File: src/hdl/brpa_pkg.sv
package brpa_pkg;

    // ------------------------------------------------------------
    // Widths
    // ------------------------------------------------------------
    localparam int PTR_W = 23;
    localparam int LOW_W = 16;
    localparam int HIGH_W = 7;
    localparam int WORD_W = 16;
    localparam int REG_W = 5;

    // ------------------------------------------------------------
    // Reset values
    // ------------------------------------------------------------
    localparam logic [PTR_W-1:0] PTR_RST = 23'h000000;
    localparam logic [WORD_W-1:0] WORD_RST = 16'h0000;
    localparam logic [REG_W-1:0] REG_RST = 5'h00;

    // ------------------------------------------------------------
    // Operand kinds
    // ------------------------------------------------------------
    typedef enum logic [1:0]
    {
        BRPA_OP_BR_INC,
        BRPA_OP_BR_DEC,
        BRPA_OP_LIN_INC
    } brpa_op_t;

    typedef enum
    {
        BRPA_IDLE,
        BRPA_FIRST,
        BRPA_SECOND
    } brpa_state_t;

endpackage

File: src/hdl/brpa_agu.sv
`timescale 1ns/1ps
// Operation
// [RQ1] Bit-reverse increment: issue pointer, then add step, carry reversed.
// [RQ2] Bit-reverse decrement: issue pointer, subtract step, borrow reversed.
// [RQ3] Compat bit set: extended pointer zero is the step, else first index.
// [RQ4] Bit-reverse update never wraps inside a circular buffer.
// [RQ5] Circular config adds zero-extended buffer start to pointer address.
// [RQ6] Bit-reverse decrement keeps linear update under circular config.
// [RQ7] Linear mode address: high part, optional buffer start, plus low part.
// [RQ8] Linear mode uses unmodified pointer, then adds second index normally.
// [RQ9] Single read uses pre-modification pointer, word to named register.
// [RQ10] Double word second address is first plus one if even, else minus one.
// [RQ11] First word goes to first register of pair, second to next register.
// [RQ12] Double access updates pointer once, after both addresses, same step.
// [RQ13] Reverse carry: reverse operands, add or subtract, reverse result.
module brpa_agu
    import brpa_pkg::*;
(
    // Clock and reset
    input wire logic CLK,
    input wire logic RESETN,
    // Request from decoder
    input wire logic REQ_VALID,
    input wire brpa_op_t REQ_OP,
    input wire logic REQ_DOUBLE,
    input wire logic [REG_W-1:0] REQ_DST,
    input wire logic [PTR_W-1:0] PTR_IN,
    input wire logic [WORD_W-1:0] FIRST_INDEX_REG,
    input wire logic [WORD_W-1:0] SECOND_INDEX_REG,
    input wire logic [PTR_W-1:0] EXTENDED_AUX_POINTER_ZERO,
    input wire logic [WORD_W-1:0] BUFFER_START_REG,
    input wire logic CIRCULAR_CFG,
    input wire logic LEGACY_COMPAT_MODE_BIT,
    // Status
    output logic BUSY,
    // Data read bus
    output logic RD_REQ,
    output logic [PTR_W-1:0] RD_ADDR,
    input wire logic [WORD_W-1:0] RD_DATA,
    // Destination write
    output logic DST_WE,
    output logic [REG_W-1:0] DST_SEL,
    output logic [WORD_W-1:0] DST_DATA,
    // Pointer write back
    output logic PTR_WE,
    output logic [PTR_W-1:0] PTR_OUT
);

    // ------------------------------------------------------------
    // Request capture
    // ------------------------------------------------------------
    brpa_state_t state;
    brpa_state_t next_state;
    logic [PTR_W-1:0] base_addr;
    logic [PTR_W-1:0] upd_ptr;
    logic [REG_W-1:0] dst_reg;
    logic dbl;
    logic rd_pend;
    logic [REG_W-1:0] rd_reg;

    // ------------------------------------------------------------
    // Step selection and arithmetic
    // ------------------------------------------------------------
    wire logic [PTR_W-1:0] first_idx_ext;
    wire logic [PTR_W-1:0] second_idx_ext;
    wire logic [PTR_W-1:0] bitrev_step;
    wire logic [PTR_W-1:0] ptr_rev;
    wire logic [PTR_W-1:0] step_rev;
    wire logic [PTR_W-1:0] sum_rev;
    wire logic [PTR_W-1:0] diff_rev;
    wire logic [PTR_W-1:0] br_sum;
    wire logic [PTR_W-1:0] br_diff;
    wire logic [PTR_W-1:0] lin_sum;
    wire logic [PTR_W-1:0] bsa_ext;
    wire logic [PTR_W-1:0] low_off;
    wire logic [PTR_W-1:0] req_addr;
    wire logic [PTR_W-1:0] req_upd;
    wire logic [PTR_W-1:0] second_addr;
    wire logic last_rd;

    assign first_idx_ext = {{(PTR_W-WORD_W){FIRST_INDEX_REG[WORD_W-1]}},
                            FIRST_INDEX_REG};
    assign second_idx_ext = {{(PTR_W-WORD_W){SECOND_INDEX_REG[WORD_W-1]}},
                             SECOND_INDEX_REG};
    assign bitrev_step = LEGACY_COMPAT_MODE_BIT ?
                         EXTENDED_AUX_POINTER_ZERO : first_idx_ext; // RQ3

    genvar i;
    generate
        for (i = 0; i < PTR_W; i++)
        begin : g_rev
            assign ptr_rev[i] = PTR_IN[PTR_W-1-i]; // RQ13
            assign step_rev[i] = bitrev_step[PTR_W-1-i]; // RQ13
            assign br_sum[i] = sum_rev[PTR_W-1-i]; // RQ13
            assign br_diff[i] = diff_rev[PTR_W-1-i]; // RQ13
        end
    endgenerate

    assign sum_rev = ptr_rev + step_rev; // RQ1
    assign diff_rev = ptr_rev - step_rev; // RQ2
    assign lin_sum = PTR_IN + second_idx_ext; // RQ8

    // Buffer start zero-extended under circular config, else zero; added to the low part in linear mode, to the whole pointer otherwise
    assign bsa_ext = CIRCULAR_CFG ?
                     {{(PTR_W-WORD_W){1'b0}}, BUFFER_START_REG} :
                     {PTR_W{1'b0}}; // RQ5
    assign low_off = {{(PTR_W-LOW_W){1'b0}}, PTR_IN[LOW_W-1:0]} + bsa_ext;
    assign req_addr = (REQ_OP == BRPA_OP_LIN_INC) ?
                      {PTR_IN[PTR_W-1:LOW_W], {LOW_W{1'b0}}} + low_off : // RQ7
                      PTR_IN + bsa_ext; // RQ5

    // Updates ignore the circular buffer entirely
    assign req_upd = (REQ_OP == BRPA_OP_BR_INC) ? br_sum : // RQ4
                     (REQ_OP == BRPA_OP_BR_DEC) ? br_diff : // RQ6
                     lin_sum; // RQ8

    assign second_addr = base_addr[0] ?
                         base_addr - {{(PTR_W-1){1'b0}}, 1'b1} :
                         base_addr + {{(PTR_W-1){1'b0}}, 1'b1}; // RQ10

    // ------------------------------------------------------------
    // Sequencer
    // ------------------------------------------------------------
    always_comb
    begin
        next_state = state;
        unique case (state)
            BRPA_IDLE:
                if (REQ_VALID)
                    next_state = BRPA_FIRST;
            BRPA_FIRST:
                next_state = dbl ? BRPA_SECOND : BRPA_IDLE;
            BRPA_SECOND:
                next_state = BRPA_IDLE;
        endcase
    end

    assign BUSY = (state != BRPA_IDLE);
    assign RD_REQ = (state == BRPA_FIRST) || (state == BRPA_SECOND);
    // Last address of the access is on the bus
    assign last_rd = (state == BRPA_SECOND) || (state == BRPA_FIRST && !dbl);

    always_ff @(posedge CLK)
    begin
        if (!RESETN)
            state <= BRPA_IDLE;
        else
            state <= next_state;
    end

    always_ff @(posedge CLK)
    begin
        if (!RESETN)
        begin
            base_addr <= PTR_RST;
            upd_ptr <= PTR_RST;
            dst_reg <= REG_RST;
            dbl <= 1'b0;
        end
        else if (state == BRPA_IDLE && REQ_VALID)
        begin
            base_addr <= req_addr; // RQ9
            upd_ptr <= req_upd;
            dst_reg <= REQ_DST;
            dbl <= REQ_DOUBLE;
        end
    end

    // ------------------------------------------------------------
    // Address output
    // ------------------------------------------------------------
    always_comb
    begin
        RD_ADDR = base_addr; // RQ1 RQ2 RQ8
        if (state == BRPA_SECOND)
            RD_ADDR = second_addr; // RQ10
    end

    // ------------------------------------------------------------
    // Read return and pointer write back
    // ------------------------------------------------------------
    always_ff @(posedge CLK)
    begin
        if (!RESETN)
        begin
            rd_pend <= 1'b0;
            rd_reg <= REG_RST;
        end
        else
        begin
            rd_pend <= RD_REQ;
            rd_reg <= (state == BRPA_SECOND) ?
                      dst_reg + 5'h01 : dst_reg; // RQ11
        end
    end

    always_ff @(posedge CLK)
    begin
        if (!RESETN)
        begin
            DST_WE <= 1'b0;
            DST_SEL <= REG_RST;
            DST_DATA <= WORD_RST;
        end
        else
        begin
            DST_WE <= rd_pend;
            DST_SEL <= rd_reg; // RQ9 RQ11
            DST_DATA <= RD_DATA;
        end
    end

    // Single write back after the last address has been issued
    always_ff @(posedge CLK)
    begin
        if (!RESETN)
        begin
            PTR_WE <= 1'b0;
            PTR_OUT <= PTR_RST;
        end
        else
        begin
            PTR_WE <= RD_REQ && last_rd; // RQ12
            PTR_OUT <= upd_ptr;
        end
    end

    // ------------------------------------------------------------
    // Checks
    // ------------------------------------------------------------
    property p_first_addr;
        @(posedge CLK) disable iff (!RESETN)
        (state == BRPA_IDLE && REQ_VALID && !CIRCULAR_CFG
         && REQ_OP != BRPA_OP_LIN_INC)
        |=> RD_REQ && RD_ADDR == $past(PTR_IN);
    endproperty
    a_first_addr: assert property (p_first_addr) // RQ1
        else $error("first address not the pointer");

    property p_br_inc;
        @(posedge CLK) disable iff (!RESETN)
        (state == BRPA_IDLE && REQ_VALID && REQ_OP == BRPA_OP_BR_INC
         && !REQ_DOUBLE) |=> ##1 PTR_WE && PTR_OUT == $past(br_sum, 2);
    endproperty
    a_br_inc: assert property (p_br_inc) // RQ13
        else $error("bit-reverse increment result wrong");

    property p_br_dec;
        @(posedge CLK) disable iff (!RESETN)
        (state == BRPA_IDLE && REQ_VALID && REQ_OP == BRPA_OP_BR_DEC
         && !REQ_DOUBLE) |=> ##1 PTR_OUT == $past(br_diff, 2);
    endproperty
    a_br_dec: assert property (p_br_dec) // RQ2
        else $error("bit-reverse decrement result wrong");

    property p_step_sel;
        @(posedge CLK) disable iff (!RESETN)
        LEGACY_COMPAT_MODE_BIT |-> bitrev_step == EXTENDED_AUX_POINTER_ZERO;
    endproperty
    a_step_sel: assert property (p_step_sel) // RQ3
        else $error("compat step not pointer zero");

    property p_lin_inc;
        @(posedge CLK) disable iff (!RESETN)
        (state == BRPA_IDLE && REQ_VALID && REQ_OP == BRPA_OP_LIN_INC
         && REQ_DOUBLE) |=> ##2 PTR_WE && PTR_OUT == $past(lin_sum, 3);
    endproperty
    a_lin_inc: assert property (p_lin_inc) // RQ8
        else $error("linear increment result wrong");

    property p_second_addr;
        @(posedge CLK) disable iff (!RESETN)
        (state == BRPA_FIRST && dbl) |=> RD_REQ &&
        RD_ADDR == ($past(RD_ADDR) ^ 23'h000001);
    endproperty
    a_second_addr: assert property (p_second_addr) // RQ10
        else $error("second address not adjacent");

    property p_pair_dst;
        @(posedge CLK) disable iff (!RESETN)
        (state == BRPA_SECOND) |=> ##1 DST_WE &&
        DST_SEL == $past(dst_reg, 2) + 5'h01;
    endproperty
    a_pair_dst: assert property (p_pair_dst) // RQ11
        else $error("second word to wrong register");

    property p_one_update;
        @(posedge CLK) disable iff (!RESETN)
        (state == BRPA_FIRST && dbl) |=> !PTR_WE ##1 PTR_WE;
    endproperty
    a_one_update: assert property (p_one_update) // RQ12
        else $error("double access pointer update timing");

    property p_circ_addr;
        @(posedge CLK) disable iff (!RESETN)
        (state == BRPA_IDLE && REQ_VALID && CIRCULAR_CFG
         && REQ_OP != BRPA_OP_LIN_INC)
        |=> RD_REQ && RD_ADDR == $past(PTR_IN) +
            {{(PTR_W-WORD_W){1'b0}}, $past(BUFFER_START_REG)};
    endproperty
    a_circ_addr: assert property (p_circ_addr) // RQ5
        else $error("circular bit-reverse address wrong");

    property p_lin_addr;
        @(posedge CLK) disable iff (!RESETN)
        (state == BRPA_IDLE && REQ_VALID && REQ_OP == BRPA_OP_LIN_INC)
        |=> RD_REQ && RD_ADDR == $past(PTR_IN) + ($past(CIRCULAR_CFG) ?
            {{(PTR_W-WORD_W){1'b0}}, $past(BUFFER_START_REG)} :
            {PTR_W{1'b0}});
    endproperty
    a_lin_addr: assert property (p_lin_addr) // RQ7
        else $error("linear address wrong");

    property p_br_no_wrap;
        @(posedge CLK) disable iff (!RESETN)
        (state == BRPA_IDLE && REQ_VALID && CIRCULAR_CFG
         && REQ_OP == BRPA_OP_BR_INC) |=> upd_ptr == $past(br_sum);
    endproperty
    a_br_no_wrap: assert property (p_br_no_wrap) // RQ4
        else $error("bit-reverse increment wrapped in buffer");

    property p_dec_linear;
        @(posedge CLK) disable iff (!RESETN)
        (state == BRPA_IDLE && REQ_VALID && CIRCULAR_CFG
         && REQ_OP == BRPA_OP_BR_DEC) |=> upd_ptr == $past(br_diff);
    endproperty
    a_dec_linear: assert property (p_dec_linear) // RQ6
        else $error("bit-reverse decrement kept in buffer");

    property p_single_read;
        @(posedge CLK) disable iff (!RESETN)
        (state == BRPA_FIRST && !dbl) |=> ##1 DST_WE &&
        DST_SEL == $past(dst_reg, 2) && DST_DATA == $past(RD_DATA);
    endproperty
    a_single_read: assert property (p_single_read) // RQ9
        else $error("single read word not delivered");

    property p_pair_first;
        @(posedge CLK) disable iff (!RESETN)
        (state == BRPA_FIRST && dbl) |=> ##1 DST_WE &&
        DST_SEL == $past(dst_reg, 2);
    endproperty
    a_pair_first: assert property (p_pair_first) // RQ11
        else $error("first word to wrong register");

    property p_step_first;
        @(posedge CLK) disable iff (!RESETN)
        !LEGACY_COMPAT_MODE_BIT |-> bitrev_step ==
        {{(PTR_W-WORD_W){FIRST_INDEX_REG[WORD_W-1]}}, FIRST_INDEX_REG};
    endproperty
    a_step_first: assert property (p_step_first) // RQ3
        else $error("step not first index");

    property p_no_retake;
        @(posedge CLK) disable iff (!RESETN)
        (state != BRPA_IDLE) |=> $stable(upd_ptr) && $stable(dst_reg);
    endproperty
    a_no_retake: assert property (p_no_retake) // RQ12
        else $error("request taken while busy");

endmodule

File: config.mk
export PLATFORM = sky130hd
export DESIGN_NAME = brpa_agu
export DESIGN_NICKNAME = d
export VERILOG_FILES = /design/src/hdl/brpa_pkg.sv /design/src/hdl/brpa_agu.sv
export SDC_FILE = /design/constraint.sdc
export NUM_CORES = 1
export LEC_CHECK = 0
export ABC_CLOCK_PERIOD_IN_PS = 7000
export BUFFER_PORTS_ARGS = -buffer_cell sky130_fd_sc_hd__buf_4
export CORE_MARGIN = 2
export CORE_UTILIZATION = 45
export CTS_CLUSTER_SIZE = 24
export DETAILED_ROUTE_END_ITERATION = 6
export PLACE_DENSITY = 0.73
export SLEW_MARGIN = 25
export SYNTH_ARGS = -nofsm -noshare
export SYNTH_HDL_FRONTEND = slang
export SYNTH_SLANG_ARGS = --single-unit
File: constraint.sdc
create_clock -name CLK -period 7 [get_ports CLK]
set_input_delay 1.4 -clock CLK [delete_from_list [all_inputs] [get_ports CLK]]
set_output_delay 1.4 -clock CLK [all_outputs]
set_load 0.02 [all_outputs]
==> flow_metrics.py <==
metrics = {
    "pwr": {
        "finalPower_mw": 2.03,
        "powerDensity_nw_per_um2": 179,
        "ir_worst_vdd_v": 0.000108,
        "p_leak_nw": 5.40,
    },
    "detailed_routing": {
        "viasPerCell": 5.66,
        "drt_wl_total_um": 25900,
        "first_pass_iters": 5,
        "detail-route-antenna-nets": 0,
        "drc": 0,
        "wl_per_cell_um": 16.0,
        "drtIter0Drc": 610,
        "num_vias": 9178,
    },
    "floorplan": {
        "die_w_um": 149,
        "ios": 194,
        "rows": 52,
        "die_y_um": 149,
        "core_area_um2": 20400,
        "start_util_pct": 46.1,
        "fp.dieArea_um2": 22100,
    },
    "clock_tree": {
        "clock_latency_ns": 0.36,
        "clkTransAtPathRegs_ns": 0.08,
        "cts_resized": 0,
        "clock_sinks": 106,
        "cts_setup_buffers": 0,
        "postCtsHoldBufs": 0,
        "cts_max_level": 3,
        "cts_buffers": 9,
        "clock-root-buffer": "clkbuf_16",
        "clk_path_buf_depth": 2,
        "cts_tree": "done",
    },
    "global_routing": {
        "grt_use_total_pct": 22.8,
        "grt_pass1_vias": 8438,
        "grt-ovfl-total": 0,
        "antenna_found_initial": 0,
        "grt_max_degree": 85,
        "grt_pass1_wl_um": 41100,
    },
    "sta": {
        "hold_viol": 0,
        "min_period_over_period_pct": 68.8,
        "period_needed_ns": 4.82,
        "whs_ns": 0.434,
        "grt_setup_unrepaired": "no",
        "finClkSkew_ns": 0.0135,
        "setup_viol": 0,
        "slew_headroom_pct": 49.5,
        "slew_violations": 0,
        "fin_tns_setup_ns": 0,
        "worst_pin_slew_ns": 0.754,
        "fmax_mhz": 208,
    },
    "finish": {
        "nNetsFinal": 1582,
        "design_area_um2": 11400,
        "regArea_um2": 2120,
        "reg.largest.list": "PTR_OUT: 23 flops, base_addr: 23 flops, upd_ptr: 23 flops",
        "area_delta_synth_final_pct": 20.9,
        "multi_input_area_um2": 6870,
        "fillCellCount": 1945,
        "antenna_cells": 0,
        "post-route-util_pct": 55.8,
        "drive_gt1_share_pct": 18.6,
    },
    "setup_path": {
        "r2r_end": "upd_ptr[9]$_SDFFE_PN0P_",
        "required_ns": 5.60,
        "crit_path_start_kind": "register",
        "reg2reg_slack_ns": 4.68,
        "crit_type": "reg2out",
        "crit_path_max_fanout": 32,
        "regToRegStartpoint": "state[0]$_SDFFE_PN0P_",
        "rr_worst_depth": 8,
        "endpoint_kind": "output port",
        "cp.arrival_ns": 3.42,
    },
    "logic_synthesis": {
        "synth_edf_count": 0,
        "ys_seq_elements": 106,
        "postSynthCellCount": 1181,
        "synth_area_um2": 9400,
        "synth-xor-area-share_pct": 7.55,
        "avgSynthCellArea_um2": 7.96,
        "synthSimpleGateAreaFrac_pct": 20.1,
        "synth_fa_ha_area_share_pct": 15.4,
        "synth.distinct_cells": 76,
        "yosysWarnings": 0,
        "synthesis.nets": 1417,
        "synth_mux_area_share_pct": 4.01,
        "ys.flop_type": "dfxtp_1",
        "synth_compound_area_share_pct": 26.1,
        "async_flop_share_pct": 0,
        "ys_seq_area_share_pct": 22.6,
        "synth_top_family_by_area": "compound AO/OA/AOI/OAI gates",
    },
    "placement": {
        "place_congestion": 0.903,
        "placed_cell_area_um2": 11100,
        "hpwl_um": 20400,
        "port_buffers": 193,
    },
    "hold_path": {
        "min-delay-start": "rd_reg[0]$_SDFF_PN0_",
        "whs_endpoint": "DST_SEL[0]$_SDFF_PN0_",
        "hp-class": "reg2reg",
        "holdPathStages": 1,
    },
    "job": {
        "cap_violations": 0,
    },
    "outcome": {
        "status": "complete, no violations",
    },
}
layout by cell type, fill, tap and decap left out, types with 30 or more instances in the layout:
master / count
a21oi_1: 108
nor2_1: 67
and2_1: 65
inv_1: 63
xnor2_1: 51
nand2_1: 92
o21ai_0: 66
a21o_1: 46
buf_4: 197
dfxtp_1: 106
nor3_1: 33
xor2_1: 30
ha_1: 109
power by group:
group	switching [mW]	internal (mW)
combinational	0.463	0.370
sequential	0.0286	0.653
clock	0.260	0.255
cells in the mapped netlist, types with 7 or more instances:
master    number  area, um^2
dfxtp_1      106        2120
o21a_1        19         143
or3_1          7        43.8
buf_1          7        26.3
a211oi_1      19         143
and2_1        66         413
inv_1         64         240
nand3_1       27         135
a21o_1        46         345
mux2_2        13         146
and3_1        14        87.6
xnor2_1       51         447
o211ai_1       9        67.6
o31ai_1       11        82.6
nor3_1        33         165
xor2_1        30         263
o21ai_0       66         330
a31oi_1       15        93.8
nand2_1       92         345
a21oi_1      108         541
nand4_1        9        56.3
nor2b_1        7        43.8
ha_1         109        1360
mux2i_1       23         230
o21bai_1      11        82.6
clkbuf_1      35         131
nor2_1        67         251
nand2b_1      12        75.1
logic make-up after synthesis:
family / after synthesis
buf+inv: 107
fa+ha+maj: 113
simple gates: 368
mux: 36
xor+xnor: 81
compound gates: 370
flops: 106
through the flow:
step | std cells | setup slack [ns]
after floorplan | 1181 | 2.63
after global placement | 1605 | 2.54
after detailed placement | 1605 | 2.41
after CTS | 1621 | 2.17
after global routing | 1621 | 1.93
final | 1621 | 2.18
worst max-delay path by stage:
stage                                    from                       to  slack (ns)  depth (start not counted)
global route        base_addr[0]$_SDFFE_PN0P_              RD_ADDR[21]        1.93                         12
CTS                 base_addr[0]$_SDFFE_PN0P_              RD_ADDR[21]        2.17                         12
detailed placement     LEGACY_COMPAT_MODE_BIT  upd_ptr[0]$_SDFFE_PN0P_        2.41                         13
finish              base_addr[0]$_SDFFE_PN0P_              RD_ADDR[21]        2.18                         12
global placement       LEGACY_COMPAT_MODE_BIT  upd_ptr[0]$_SDFFE_PN0P_        2.54                         13
floorplan           base_addr[0]$_SDFFE_PN0P_              RD_ADDR[20]        2.63                         10
worst max-delay path, stage by stage (launching register included):
cell      delay [ns]
dfxtp_1         0.31
buf_4           0.34
ha_1            0.36
a21o_1          0.18
a21o_1          0.17
a21oi_1         0.24
o21bai_1        0.16
o41ai_2         0.36
o21ai_1         0.22
a211oi_1        0.31
nand4b_1        0.13
o211ai_1        0.11
buf_4           0.17
area by class of cell:
type                            count  share of cell area (%)
Multi-Input combinational cell    968                    60.5
Tap cell                          270                    2.97
Inverter                           64                    2.12
Clock inverter                      7                   0.705
Timing Repair Buffer              197                    13.0
Sequential cell                   106                    18.7
Clock buffer                        9                    1.98
per-layer routing:
| layer | global-route usage, % | up-vias | share of wire [%] |
|---|---|---|---|
| met5 | 0 | - | 0 |
| met3 | 2.39 | 26 | 5.4 |
| li1 | - | 4624 | - |
| met2 | 38.4 | 286 | 47 |
| met4 | 5.19 | 0 | 1.3 |
| met1 | 31.4 | 4242 | 47 |
(Power assumes the default switching activity.)
